[config.mk]
export PLATFORM = sky130hd
export DESIGN_NAME = dac_gain_offset_blanking
export DESIGN_NICKNAME = d
export VERILOG_FILES = /design/src/pkg/dgob_pkg.sv /design/src/core/dac_gain_offset_blanking.sv
export VERILOG_INCLUDE_DIRS = /design/src /design/src/pkg
export SDC_FILE = /design/constraint.sdc
export NUM_CORES = 2
export LEC_CHECK = 0
export ABC_AREA = 0
export BUFFER_PORTS_ARGS = -buffer_cell sky130_fd_sc_hd__clkbuf_2
export CAP_MARGIN = 5
export CORE_MARGIN = 4
export CORE_UTILIZATION = 45
export DETAILED_ROUTE_END_ITERATION = 6
export PLACE_DENSITY = 0.62
export SETUP_SLACK_MARGIN = 0.05
export SYNTH_ARGS = -nofsm -noshare
export SYNTH_HDL_FRONTEND = slang
export SYNTH_SLANG_ARGS = --single-unit
[constraint.sdc]
create_clock -name clk -period 13.7 [get_ports clk]
set_clock_uncertainty 0.2 [all_clocks]
set_input_delay 1.37 -clock clk [delete_from_list [all_inputs] [get_ports clk]]
set_output_delay 1.37 -clock clk [all_outputs]
set_load 0.05 [all_outputs]
[src/pkg/dgob_defs.svh]
// Register offsets, field positions, reset values and timing constants of the gain/blanking block
`ifndef DGOB_DEFS_SVH
`define DGOB_DEFS_SVH

`define ADDR_PAGE       12'h008
`define ADDR_SLEEP_MASK 12'h012
`define ADDR_DELAY      12'h014
`define ADDR_IRQ_EN0    12'h021
`define ADDR_IRQ_EN1    12'h022
`define ADDR_IRQ_ST0    12'h025
`define ADDR_IRQ_ST1    12'h026
`define ADDR_GAIN_CTRL  12'h111
`define ADDR_STAGES     12'h11f
`define ADDR_RISE0      12'h121
`define ADDR_RISE1      12'h122
`define ADDR_FALL0      12'h123
`define ADDR_FALL1      12'h124
`define ADDR_OFS_CTRL   12'h135
`define ADDR_OFS_LO     12'h136
`define ADDR_OFS_HI     12'h137
`define ADDR_OFS_FRAC   12'h13a
`define ADDR_GAIN_LO    12'h13c
`define ADDR_GAIN_HI    12'h13d
`define ADDR_UP_LO      12'h140
`define ADDR_UP_HI      12'h141
`define ADDR_DN_LO      12'h142
`define ADDR_DN_HI      12'h143
`define ADDR_BLANK_RB   12'h147

`define BIT_GAIN_ON     5
`define BIT_IRQ_BLANK   5
`define BIT_OFS_ON      0
`define BIT_INVERT      2
`define PAGE_CONV0      2'h1
`define PAGE_CONV1      2'h2

`define PAGE_RST        2'h3
`define GAIN_CODE_RST   12'haea
`define GAIN_UNITY      12'h800
`define GAIN_FRAC_BITS  11
`define OFS_FRAC_BITS   4
`define STAGE_SHIFT     5
`define STAGES_RST      8'h40
`define FALL0_RST       8'h12
`define DELAY_RST       4'h8
`define STEP_RST        12'h040

`define CLK_PERIOD_NS   4
`define POWERUP_NS      35000

`endif

[src/pkg/dgob_pkg.sv]
// Types shared by the gain, offset, delay and blanking block
package dgob_pkg;

    typedef enum logic [1:0] {blank_held, blank_down, blank_up, blank_normal} blank_type;
    typedef enum logic {gate_idle, gate_count} gate_type;

    typedef logic [1:0][15:0] sample_bus_type;

    typedef struct packed {
        logic [3:0] delay_code;
        logic gain_on;
        logic [11:0] gain_code;
        logic [1:0] fall_stages;
        logic [1:0] rise_stages;
        logic guard_invert;
        logic [7:0] rise0;
        logic [7:0] rise1;
        logic [7:0] fall0;
        logic [7:0] fall1;
        logic ofs_on;
        logic [15:0] ofs_whole;
        logic [4:0] ofs_frac;
        logic [11:0] up_step;
        logic [11:0] down_step;
        logic irq_en;
    } chan_cfg_type;

    typedef struct packed {
        chan_cfg_type cfg;
        logic req_prev;
        gate_type gate;
        logic target;
        logic [1:0] nstages;
        logic [1:0] stage;
        logic [12:0] count;
        logic guard;
        logic guard_prev;
        blank_type blank;
        logic [11:0] gain_app;
        logic rotating;
        logic [15:0] held_sample;
        logic irq_src;
        logic sleep;
        logic [15:0] wake_count;
        logic settled;
        logic guard_pin;
        logic [7:0][15:0] line;
        logic [1:0][15:0] buf_data;
        logic [1:0] buf_valid;
        logic ready;
    } chan_state_type;

    typedef struct packed {
        logic [1:0] page;
        logic [1:0] masks;
        chan_state_type [1:0] ch;
        logic [7:0] rdata;
        logic rvalid;
        logic irq_n;
    } core_state_type;

endpackage

[src/core/dac_gain_offset_blanking.sv]
// Gain, offset, group delay, transmit gate and blanking sequencer for two converter channels
//
// What this block does
// - Sample scaled by gain code over 2048
// - Reset: gain scaling on, code 0xAEA
// - Gain code and enable at documented registers
// - Whole plus fractional_offset added when enabled
// - Offset enable and values at documented registers
// - Signed delay code sets channel delay
// - Page field selects converter for writes
// - Guard rises after rise stages times 32
// - One or two fall stages times 32
// - Request fall sleeps masked converters
// - Output settled after guard, blanking and wake-up
// - Guard fall: hold, ramp down, flush zeros
// - Guard rise: flow again, ramp up
// - Rotation also triggers down, then up, no flush
// - Ramp steps held in 12-bit registers
// - Blanking state readable in two bits
// - Blanking completion is an interrupt event
// - Guard drives blanking; inverse to pin unless guard_invert is set
// - Enabled event latches source until cleared
`include "dgob_defs.svh"

module dac_gain_offset_blanking import dgob_pkg::*; #(
    parameter int POWERUP_CYCLES = `POWERUP_NS / `CLK_PERIOD_NS
) (
    input wire logic clk,
    input wire logic sys_rst,
    input wire logic [11:0] reg_addr,
    input wire logic [7:0] reg_wdata,
    input wire logic reg_wr,
    input wire logic reg_rd,
    output logic [7:0] reg_rdata,
    output logic reg_rvalid,
    input wire logic [1:0] tx_request,
    input wire logic [1:0] lmfc_rotate,
    input wire logic [1:0] in_valid,
    input wire sample_bus_type in_data,
    output logic [1:0] in_ready,
    output sample_bus_type out_data,
    output logic [1:0] out_valid,
    input wire logic [1:0] out_ready,
    output logic [1:0] conv_sleep,
    output logic [1:0] guard_pin,
    output logic [1:0] output_settled,
    output logic irq_n
);

    localparam logic [15:0] WAKE_CYCLES = 16'(POWERUP_CYCLES);
    localparam logic [7:0] STAGES_RESET = `STAGES_RST;

    core_state_type st_reg;
    core_state_type st_next;
    logic [1:0] blank_done;

    function automatic chan_cfg_type cfg_reset();
        chan_cfg_type c;
        c = '0;
        c.delay_code = `DELAY_RST;
        c.gain_on = 1'b1;
        c.gain_code = `GAIN_CODE_RST;
        {c.fall_stages, c.rise_stages, c.guard_invert} = {STAGES_RESET[7:4], STAGES_RESET[2]};
        c.fall0 = `FALL0_RST;
        c.up_step = `STEP_RST;
        c.down_step = `STEP_RST;
        return c;
    endfunction

    function automatic logic [12:0] stage_cycles(input logic [7:0] n);
        return 13'(n) << `STAGE_SHIFT;
    endfunction

    function automatic logic [15:0] sat16(input logic signed [23:0] v);
        if (v > 24'sh007fff) begin
            return 16'h7fff;
        end else if (v < -24'sh008000) begin
            return 16'h8000;
        end
        return v[15:0];
    endfunction

    // Gain then offset; offset carried in sixteenths so the fraction is not lost early
    function automatic logic [15:0] process(input logic [15:0] s, input chan_cfg_type c,
                                            input logic [11:0] g);
        logic signed [28:0] prod;
        logic signed [23:0] scaled;
        logic signed [23:0] acc;
        prod = $signed(s) * $signed({1'b0, g});
        scaled = 24'(prod >>> `GAIN_FRAC_BITS);
        acc = (24'($signed(sat16(scaled))) <<< `OFS_FRAC_BITS);
        if (c.ofs_on) begin
            acc = acc + (24'($signed(c.ofs_whole)) <<< `OFS_FRAC_BITS)
                + 24'($signed(c.ofs_frac));
        end
        return sat16(acc >>> `OFS_FRAC_BITS);
    endfunction

    always_comb begin
        chan_state_type c;
        logic [1:0] ns;
        logic wr_sel;
        logic [11:0] g;
        logic [15:0] src;
        logic [7:0][15:0] nl;
        logic [15:0] pushed;
        logic accept;
        logic pop;
        logic req_rise;
        logic req_fall;
        logic [7:0] rd;
        c = '0;
        ns = '0;
        wr_sel = 1'b0;
        g = '0;
        src = '0;
        nl = '0;
        pushed = '0;
        accept = 1'b0;
        pop = 1'b0;
        req_rise = 1'b0;
        req_fall = 1'b0;
        rd = '0;
        st_next = st_reg;
        blank_done = '0;
        st_next.rvalid = 1'b0;
        if (reg_wr) begin
            case (reg_addr)
                `ADDR_PAGE: st_next.page = reg_wdata[1:0];
                `ADDR_SLEEP_MASK: st_next.masks = reg_wdata[1:0];
                default: st_next.page = st_reg.page;
            endcase
        end
        for (int i = 0; i < 2; i++) begin
            c = st_reg.ch[i];
            wr_sel = reg_wr && st_reg.page[i];
            if (wr_sel) begin
                case (reg_addr)
                    `ADDR_DELAY: c.cfg.delay_code = reg_wdata[3:0];
                    `ADDR_GAIN_CTRL: c.cfg.gain_on = reg_wdata[`BIT_GAIN_ON];
                    `ADDR_STAGES: begin
                        c.cfg.fall_stages = reg_wdata[7:6];
                        c.cfg.rise_stages = reg_wdata[5:4];
                        c.cfg.guard_invert = reg_wdata[`BIT_INVERT];
                    end
                    `ADDR_RISE0: c.cfg.rise0 = reg_wdata;
                    `ADDR_RISE1: c.cfg.rise1 = reg_wdata;
                    `ADDR_FALL0: c.cfg.fall0 = reg_wdata;
                    `ADDR_FALL1: c.cfg.fall1 = reg_wdata;
                    `ADDR_OFS_CTRL: c.cfg.ofs_on = reg_wdata[`BIT_OFS_ON];
                    `ADDR_OFS_LO: c.cfg.ofs_whole[7:0] = reg_wdata;
                    `ADDR_OFS_HI: c.cfg.ofs_whole[15:8] = reg_wdata;
                    `ADDR_OFS_FRAC: c.cfg.ofs_frac = reg_wdata[4:0];
                    `ADDR_GAIN_LO: c.cfg.gain_code[7:0] = reg_wdata;
                    `ADDR_GAIN_HI: c.cfg.gain_code[11:8] = reg_wdata[3:0];
                    `ADDR_UP_LO: c.cfg.up_step[7:0] = reg_wdata;
                    `ADDR_UP_HI: c.cfg.up_step[11:8] = reg_wdata[3:0];
                    `ADDR_DN_LO: c.cfg.down_step[7:0] = reg_wdata;
                    `ADDR_DN_HI: c.cfg.down_step[11:8] = reg_wdata[3:0];
                    default: c.cfg = st_reg.ch[i].cfg;
                endcase
            end
            if (reg_wr && reg_addr == ((i == 0) ? `ADDR_IRQ_EN0 : `ADDR_IRQ_EN1)) begin
                c.cfg.irq_en = reg_wdata[`BIT_IRQ_BLANK];
            end

            // Transmit gate sequencer
            req_rise = tx_request[i] && !st_reg.ch[i].req_prev;
            req_fall = !tx_request[i] && st_reg.ch[i].req_prev;
            c.req_prev = tx_request[i];
            if (c.wake_count != '0) begin
                c.wake_count = c.wake_count - 16'h1;
            end
            if (req_rise) begin
                ns = (st_reg.ch[i].cfg.rise_stages > 2'h2) ? 2'h2 : st_reg.ch[i].cfg.rise_stages;
                c.target = 1'b1;
                c.nstages = ns;
                c.stage = '0;
                c.count = stage_cycles(st_reg.ch[i].cfg.rise0);
                c.gate = (ns == '0) ? gate_idle : gate_count;
                if (ns == '0) begin
                    c.guard = 1'b1;
                end
                if (st_reg.ch[i].sleep) begin
                    c.wake_count = WAKE_CYCLES;
                end
                c.sleep = 1'b0;
            end else if (req_fall) begin
                ns = st_reg.ch[i].cfg.fall_stages;
                ns = (ns == '0) ? 2'h1 : ((ns > 2'h2) ? 2'h2 : ns);
                c.target = 1'b0;
                c.nstages = ns;
                c.stage = '0;
                c.count = stage_cycles(st_reg.ch[i].cfg.fall0);
                c.gate = gate_count;
                c.sleep = st_reg.ch[i].sleep | st_reg.masks[i];
            end else if (st_reg.ch[i].gate == gate_count) begin
                if (st_reg.ch[i].count != '0) begin
                    c.count = st_reg.ch[i].count - 13'h1;
                end else if (st_reg.ch[i].stage + 2'h1 >= st_reg.ch[i].nstages) begin
                    c.guard = st_reg.ch[i].target;
                    c.gate = gate_idle;
                end else begin
                    c.stage = st_reg.ch[i].stage + 2'h1;
                    c.count = stage_cycles(st_reg.ch[i].target ? st_reg.ch[i].cfg.rise1
                                                              : st_reg.ch[i].cfg.fall1);
                end
            end
            c.guard_pin = ~st_reg.ch[i].guard ^ st_reg.ch[i].cfg.guard_invert;

            // Blanking sequencer: gain ramps by one step each cycle
            case (st_reg.ch[i].blank)
                blank_down: begin
                    if (st_reg.ch[i].gain_app <= st_reg.ch[i].cfg.down_step) begin
                        c.gain_app = '0;
                        blank_done[i] = 1'b1;
                        c.blank = st_reg.ch[i].rotating ? blank_up : blank_held;
                        c.rotating = 1'b0;
                    end else begin
                        c.gain_app = st_reg.ch[i].gain_app - st_reg.ch[i].cfg.down_step;
                    end
                end
                blank_up: begin
                    if (13'(st_reg.ch[i].gain_app) + 13'(st_reg.ch[i].cfg.up_step)
                            >= 13'(st_reg.ch[i].cfg.gain_code)) begin
                        c.gain_app = st_reg.ch[i].cfg.gain_code;
                        blank_done[i] = 1'b1;
                        c.blank = blank_normal;
                    end else begin
                        c.gain_app = st_reg.ch[i].gain_app + st_reg.ch[i].cfg.up_step;
                    end
                end
                blank_normal: c.gain_app = st_reg.ch[i].cfg.gain_code;
                default: c.gain_app = '0;
            endcase
            c.guard_prev = st_reg.ch[i].guard;
            if (lmfc_rotate[i] && st_reg.ch[i].blank != blank_held) begin
                c.blank = blank_down;
                c.rotating = 1'b1;
            end else if (st_reg.ch[i].guard_prev && !st_reg.ch[i].guard) begin
                c.blank = blank_down;
                c.rotating = 1'b0;
            end else if (!st_reg.ch[i].guard_prev && st_reg.ch[i].guard) begin
                c.blank = blank_up;
            end
            c.settled = st_reg.ch[i].guard && st_reg.ch[i].blank == blank_normal
                && st_reg.ch[i].wake_count == '0;

            // Set wins over a write-one clear in the same cycle
            if (reg_wr && reg_addr == ((i == 0) ? `ADDR_IRQ_ST0 : `ADDR_IRQ_ST1)
                    && reg_wdata[`BIT_IRQ_BLANK]) begin
                c.irq_src = 1'b0;
            end
            if (blank_done[i] && st_reg.ch[i].cfg.irq_en) begin
                c.irq_src = 1'b1;
            end
            if (!c.cfg.irq_en) begin
                c.irq_src = 1'b0;
            end

            // Datapath: held sample while ramping down, zeros while held
            g = st_reg.ch[i].cfg.gain_on ? st_reg.ch[i].gain_app : `GAIN_UNITY;
            accept = in_valid[i] && st_reg.ch[i].ready;
            case (st_reg.ch[i].blank)
                blank_held: src = '0;
                blank_down: src = st_reg.ch[i].held_sample;
                default: src = in_data[i];
            endcase
            if (accept && st_reg.ch[i].blank inside {blank_up, blank_normal}) begin
                c.held_sample = in_data[i];
            end
            // Delay resolves to whole cycles; a half-cycle code rounds down
            nl = {st_reg.ch[i].line[6:0], process(src, st_reg.ch[i].cfg, g)};
            pushed = nl[{~st_reg.ch[i].cfg.delay_code[3], st_reg.ch[i].cfg.delay_code[2:1]}];
            pop = st_reg.ch[i].buf_valid[0] && out_ready[i];
            if (accept) begin
                c.line = nl;
            end
            if (pop) begin
                c.buf_data[0] = st_reg.ch[i].buf_data[1];
                c.buf_valid = {1'b0, st_reg.ch[i].buf_valid[1]};
            end
            if (accept) begin
                if (!c.buf_valid[0]) begin
                    c.buf_data[0] = pushed;
                    c.buf_valid[0] = 1'b1;
                end else begin
                    c.buf_data[1] = pushed;
                    c.buf_valid[1] = 1'b1;
                end
            end
            // Ready is registered from the next fill, so it never overstates space
            c.ready = !c.buf_valid[1];
            st_next.ch[i] = c;
        end

        if (reg_rd) begin
            c = (st_reg.page == `PAGE_CONV1) ? st_reg.ch[1] : st_reg.ch[0];
            case (reg_addr)
                `ADDR_PAGE: rd = {6'h0, st_reg.page};
                `ADDR_SLEEP_MASK: rd = {6'h0, st_reg.masks};
                `ADDR_IRQ_EN0: rd = {2'h0, st_reg.ch[0].cfg.irq_en, 5'h0};
                `ADDR_IRQ_EN1: rd = {2'h0, st_reg.ch[1].cfg.irq_en, 5'h0};
                `ADDR_IRQ_ST0: rd = {2'h0, st_reg.ch[0].cfg.irq_en ? st_reg.ch[0].irq_src
                                     : (st_reg.ch[0].blank inside {blank_held, blank_normal}),
                                     5'h0};
                `ADDR_IRQ_ST1: rd = {2'h0, st_reg.ch[1].cfg.irq_en ? st_reg.ch[1].irq_src
                                     : (st_reg.ch[1].blank inside {blank_held, blank_normal}),
                                     5'h0};
                `ADDR_DELAY: rd = {4'h0, c.cfg.delay_code};
                `ADDR_GAIN_CTRL: rd = {2'h0, c.cfg.gain_on, 5'h0};
                `ADDR_STAGES: rd = {c.cfg.fall_stages, c.cfg.rise_stages, 1'b0,
                                    c.cfg.guard_invert, 2'h0};
                `ADDR_RISE0: rd = c.cfg.rise0;
                `ADDR_RISE1: rd = c.cfg.rise1;
                `ADDR_FALL0: rd = c.cfg.fall0;
                `ADDR_FALL1: rd = c.cfg.fall1;
                `ADDR_OFS_CTRL: rd = {7'h0, c.cfg.ofs_on};
                `ADDR_OFS_LO: rd = c.cfg.ofs_whole[7:0];
                `ADDR_OFS_HI: rd = c.cfg.ofs_whole[15:8];
                `ADDR_OFS_FRAC: rd = {3'h0, c.cfg.ofs_frac};
                `ADDR_GAIN_LO: rd = c.cfg.gain_code[7:0];
                `ADDR_GAIN_HI: rd = {4'h0, c.cfg.gain_code[11:8]};
                `ADDR_UP_LO: rd = c.cfg.up_step[7:0];
                `ADDR_UP_HI: rd = {4'h0, c.cfg.up_step[11:8]};
                `ADDR_DN_LO: rd = c.cfg.down_step[7:0];
                `ADDR_DN_HI: rd = {4'h0, c.cfg.down_step[11:8]};
                `ADDR_BLANK_RB: rd = {c.blank, 6'h0};
                default: rd = '0;
            endcase
            st_next.rdata = rd;
            st_next.rvalid = 1'b1;
        end
        st_next.irq_n = !(st_next.ch[0].irq_src || st_next.ch[1].irq_src);
    end

    always_ff @(posedge clk) begin
        if (sys_rst) begin
            st_reg <= '0;
            st_reg.page <= `PAGE_RST;
            st_reg.irq_n <= 1'b1;
            for (int i = 0; i < 2; i++) begin
                st_reg.ch[i].cfg <= cfg_reset();
                st_reg.ch[i].gate <= gate_idle;
                st_reg.ch[i].blank <= blank_normal;
                st_reg.ch[i].gain_app <= `GAIN_CODE_RST;
                st_reg.ch[i].ready <= 1'b1;
                st_reg.ch[i].guard_pin <= 1'b1;
            end
        end else begin
            st_reg <= st_next;
        end
    end

    assign reg_rdata = st_reg.rdata;
    assign reg_rvalid = st_reg.rvalid;
    assign irq_n = st_reg.irq_n;
    for (genvar i = 0; i < 2; i++) begin : g_out
        assign in_ready[i] = st_reg.ch[i].ready;
        assign out_data[i] = st_reg.ch[i].buf_data[0];
        assign out_valid[i] = st_reg.ch[i].buf_valid[0];
        assign conv_sleep[i] = st_reg.ch[i].sleep;
        assign guard_pin[i] = st_reg.ch[i].guard_pin;
        assign output_settled[i] = st_reg.ch[i].settled;
    end

    gain_reset_a: assert property (@(posedge clk) $fell(sys_rst) |->
        st_reg.ch[0].cfg.gain_on && st_reg.ch[0].cfg.gain_code == `GAIN_CODE_RST)
        else $error("gain settings wrong after reset");
    rise_bypass_a: assert property (@(posedge clk) disable iff (sys_rst)
        (tx_request[0] && !st_reg.ch[0].req_prev && st_reg.ch[0].cfg.rise_stages == 2'h0)
        |=> st_reg.ch[0].guard ##1 !guard_pin[0] || st_reg.ch[0].cfg.guard_invert)
        else $error("guard did not rise at once with no rise stage");
    sleep_drop_a: assert property (@(posedge clk) disable iff (sys_rst)
        (!tx_request[0] && st_reg.ch[0].req_prev && st_reg.masks[0]) |=> conv_sleep[0])
        else $error("masked converter not put to sleep");
    fall_ramp_a: assert property (@(posedge clk) disable iff (sys_rst)
        (st_reg.ch[0].guard_prev && !st_reg.ch[0].guard && !lmfc_rotate[0])
        |=> st_reg.ch[0].blank == blank_down)
        else $error("guard fall did not start ramp-down");
    ramp_step_a: assert property (@(posedge clk) disable iff (sys_rst)
        (st_reg.ch[0].blank == blank_down && st_reg.ch[0].gain_app > st_reg.ch[0].cfg.down_step)
        |=> st_reg.ch[0].gain_app == $past(st_reg.ch[0].gain_app)
            - $past(st_reg.ch[0].cfg.down_step))
        else $error("ramp-down step wrong");
    clamp_zero_a: assert property (@(posedge clk) disable iff (sys_rst)
        (st_reg.ch[0].blank == blank_down && st_reg.ch[0].gain_app <= st_reg.ch[0].cfg.down_step)
        |=> st_reg.ch[0].gain_app == 12'h000)
        else $error("ramp-down did not clamp at zero");
    state_read_a: assert property (@(posedge clk) disable iff (sys_rst)
        (reg_rd && !reg_wr && reg_addr == `ADDR_BLANK_RB && st_reg.page != `PAGE_CONV1)
        |=> reg_rvalid && reg_rdata[7:6] == $past(st_reg.ch[0].blank))
        else $error("blanking readback mismatch");
    irq_latch_a: assert property (@(posedge clk) disable iff (sys_rst)
        (blank_done[0] && st_reg.ch[0].cfg.irq_en && !(reg_wr && reg_addr == `ADDR_IRQ_EN0))
        |=> st_reg.ch[0].irq_src && !irq_n)
        else $error("blanking completion not latched");

endmodule

==> impl_results.md <==
- Global placement routability congestion: 0.964
- Vias in the first global route: 42900
- TritonCTS clock tree: built
- Post-synthesis instance area: 50500 um2
- H-tree depth: 3
- Area leader, netlist: dfxtp_1
- Critical path origin: st_reg[560]
- Top post-synthesis cells by area: dfxtp_1, fa_1, nand2_1
- Detailed-route DRC error count: 5
- Max_cap viols: 0
- Initial antenna violation count: 5
- Total grt overflow: 0
- YS warnings: 0
- Drt via density: 5.74
- Pre-antenna DRT Iters: 7
- Synth cell types: 103
- Via Count: 45000
- Min-Delay Startpoint: st_reg[417]
- Final setup TNS: 0 ns
- #FFs+latches synth: 656
- Post-DP HPWL: 116000 um
- Pin count of the biggest net entering global routing: 182
- Crit share post-route: 92.5%
- CP Class: flop to flop
- Most frequent CP cell: fa_1
- Post-Synthesis Net Count: 7140
- Global-route wire length before repair: 247000 um
- Worst rel slew slack: 4.75%
- FMAX: 78.9 MHz
- Post-Place Cells: 7695
- Prevailing post-synth register cell: dfxtp_1
- Layout area overhead: 7.43%
- # IOs: 116
- CP peak stage delay: 0.74 ns
- Util after Layout: 48.8%
- CTS max path bufs: 3
- Slew @ Worst Pin: 1.43 ns
- Cell count after synthesis: 6426
- Setup violations, final: 0
- CORE AREA: 111000 um2
- Final Hold Viols: 0
- Die ar.: 118000 um2
- Sequential element share of the synthesized area: 26.0%
- Asr flop ratio synth: 0%
- Routed Wire Length: 157000 um
- Setup crit start kind: flop
- Fin crit period: 12.67 ns
- Post-route insts no fill: 7837
- Critical Path Fanout Max: 21
- Crit path DAT: 13.06 ns
- EDFF count, synth: 0
- HP Class: flop to flop
- All-Layer GR Usage: 26.4%
- Post-route ant nets: 0
- Critical R2R Launch: st_reg[560]
- TritonCTS buffer count: 78
- Drt wl/cell: 20.0 um
- WP data required: 14.09 ns
- Failing checks: design-rule violations
- Layout cells sized above 1: 6.37%
- CP max stage cell: o21ai_0
- Post-synth top area share: 26.0%
- Dpl ws: 0.660 ns
- Initial core utilization: 45.5%
- Clk pin slew, worst setup/hold paths: 0.06 ns
- Sink Count: 656
- RSZ-0062 raised after global routing: false
- Die Ht: 343 um
- Port bufs: 115
- # nets final: 7001
- Overall die width: 343 um
- Critical Path Sink Type: flop
- Syn Area/Cell: 7.86 um2
- Clock Latency Late Sink: 0.67 ns
- Max reg flops: 602
- Final setup margin: 1.03 ns
- Slew Viols, Final: 0
- 1st-iter DRT viols: 4327
- Status: complete, but fails checks
- Clk root buf: clkbuf_16
- Row cnt: 122
[final timing paths]
kind / to / slack, ns / cells after the start
max: st_reg[369] / 1.03 / 38
max reg2reg: st_reg[369] / 1.03 / 38
min reg2reg: st_reg[433] / 0.24 / 2
min: st_reg[433] / 0.24 / 2
[per-layer routing]
metal | wire length [um] | GRT usage, % | share of wire, %
met1 | 68200 | 36.2 | 43
met2 | 69700 | 41.3 | 44
met3 | 11700 | 4.48 | 7.4
met4 | 7390 | 10.8 | 4.7
met5 | 35 | 0 | 0.022
[cell usage after synthesis (35+ instances only)]
cell type and instances:
nand2_1 1303, dfxtp_1 656, inv_1 647, a21oi_1 623
nor2_1 484, fa_1 392, o21ai_0 289, clkbuf_1 283
ha_1 258, mux2i_1 122, nand3_1 116, xnor2_1 90
nor3_1 89, nand2b_1 67, a21o_1 61, buf_4 56
o22ai_1 53, xor2_1 53, a31oi_1 49, o21a_1 47
a211oi_1 43, nor4_1 35
[cells by family after synthesis]
logic type	share of synthesized area, %
AND/OR/NAND/NOR	19.2
flip-flops	26.0
multiplexers	4.34
XOR/XNOR	2.48
buffers and inverters	8.32
AO/OA/AOI/OAI	17.8
adder cells (fa/ha/maj)	21.9
[cells in the final DEF (no fill, tap or decap), drive strengths merged, types with 55 or more instances in the layout]
cell,n
nand3,116
nor2,484
nand2b,67
nand2,1303
xnor2,90
dfxtp,656
nor3,89
buf,55
clkbuf,233
o21ai,316
a21oi,625
mux2i,122
fa,392
a21o,62
inv,652
ha,258
[layout make-up]
| class | instances | area [um2] |
|---|---|---|
| Tap cell | 1488 | 1860 |
| Multi-Input combinational cell | 4730 | 33200 |
| Antenna cell | 2 | 5.00 |
| Sequential cell | 656 | 13100 |
| Clock buffer | 119 | 2310 |
| Clock inverter | 21 | 287 |
| Fill cell | 11000 | 56900 |
| Inverter | 652 | 2450 |
| Timing Repair Buffer | 169 | 1000 |
[per-stage QoR]
step / cell area, um2 / hold slack, ns
2_1_floorplan: 50500 / 0.232
3_3_place_gp: 51700 / 0.238
3_5_place_dp: 51700 / 0.246
4_1_cts: 54300 / 0.241
5_1_grt: 54300 / 0.264
6_report: 54300 / 0.243
[worst max-delay path: cells and delay by family (launching register included)]
family / cells / cell delay [ns]
fa+ha+maj: 10 / 4.37
flops: 1 / 0.57
buf+inv: 5 / 0.39
compound gates: 14 / 4.78
simple gates: 8 / 2.06
xor+xnor: 1 / 0.21
[repair_timing]
item	in CTS	in global routing
gates resized for setup	0	1
hold buffers	0	0
setup buffers	0	0
setup endpoints to repair	0	8
Power is not shown: default switching activity piles up to over one toggle a cycle in this logic, so the estimate is an artifact.
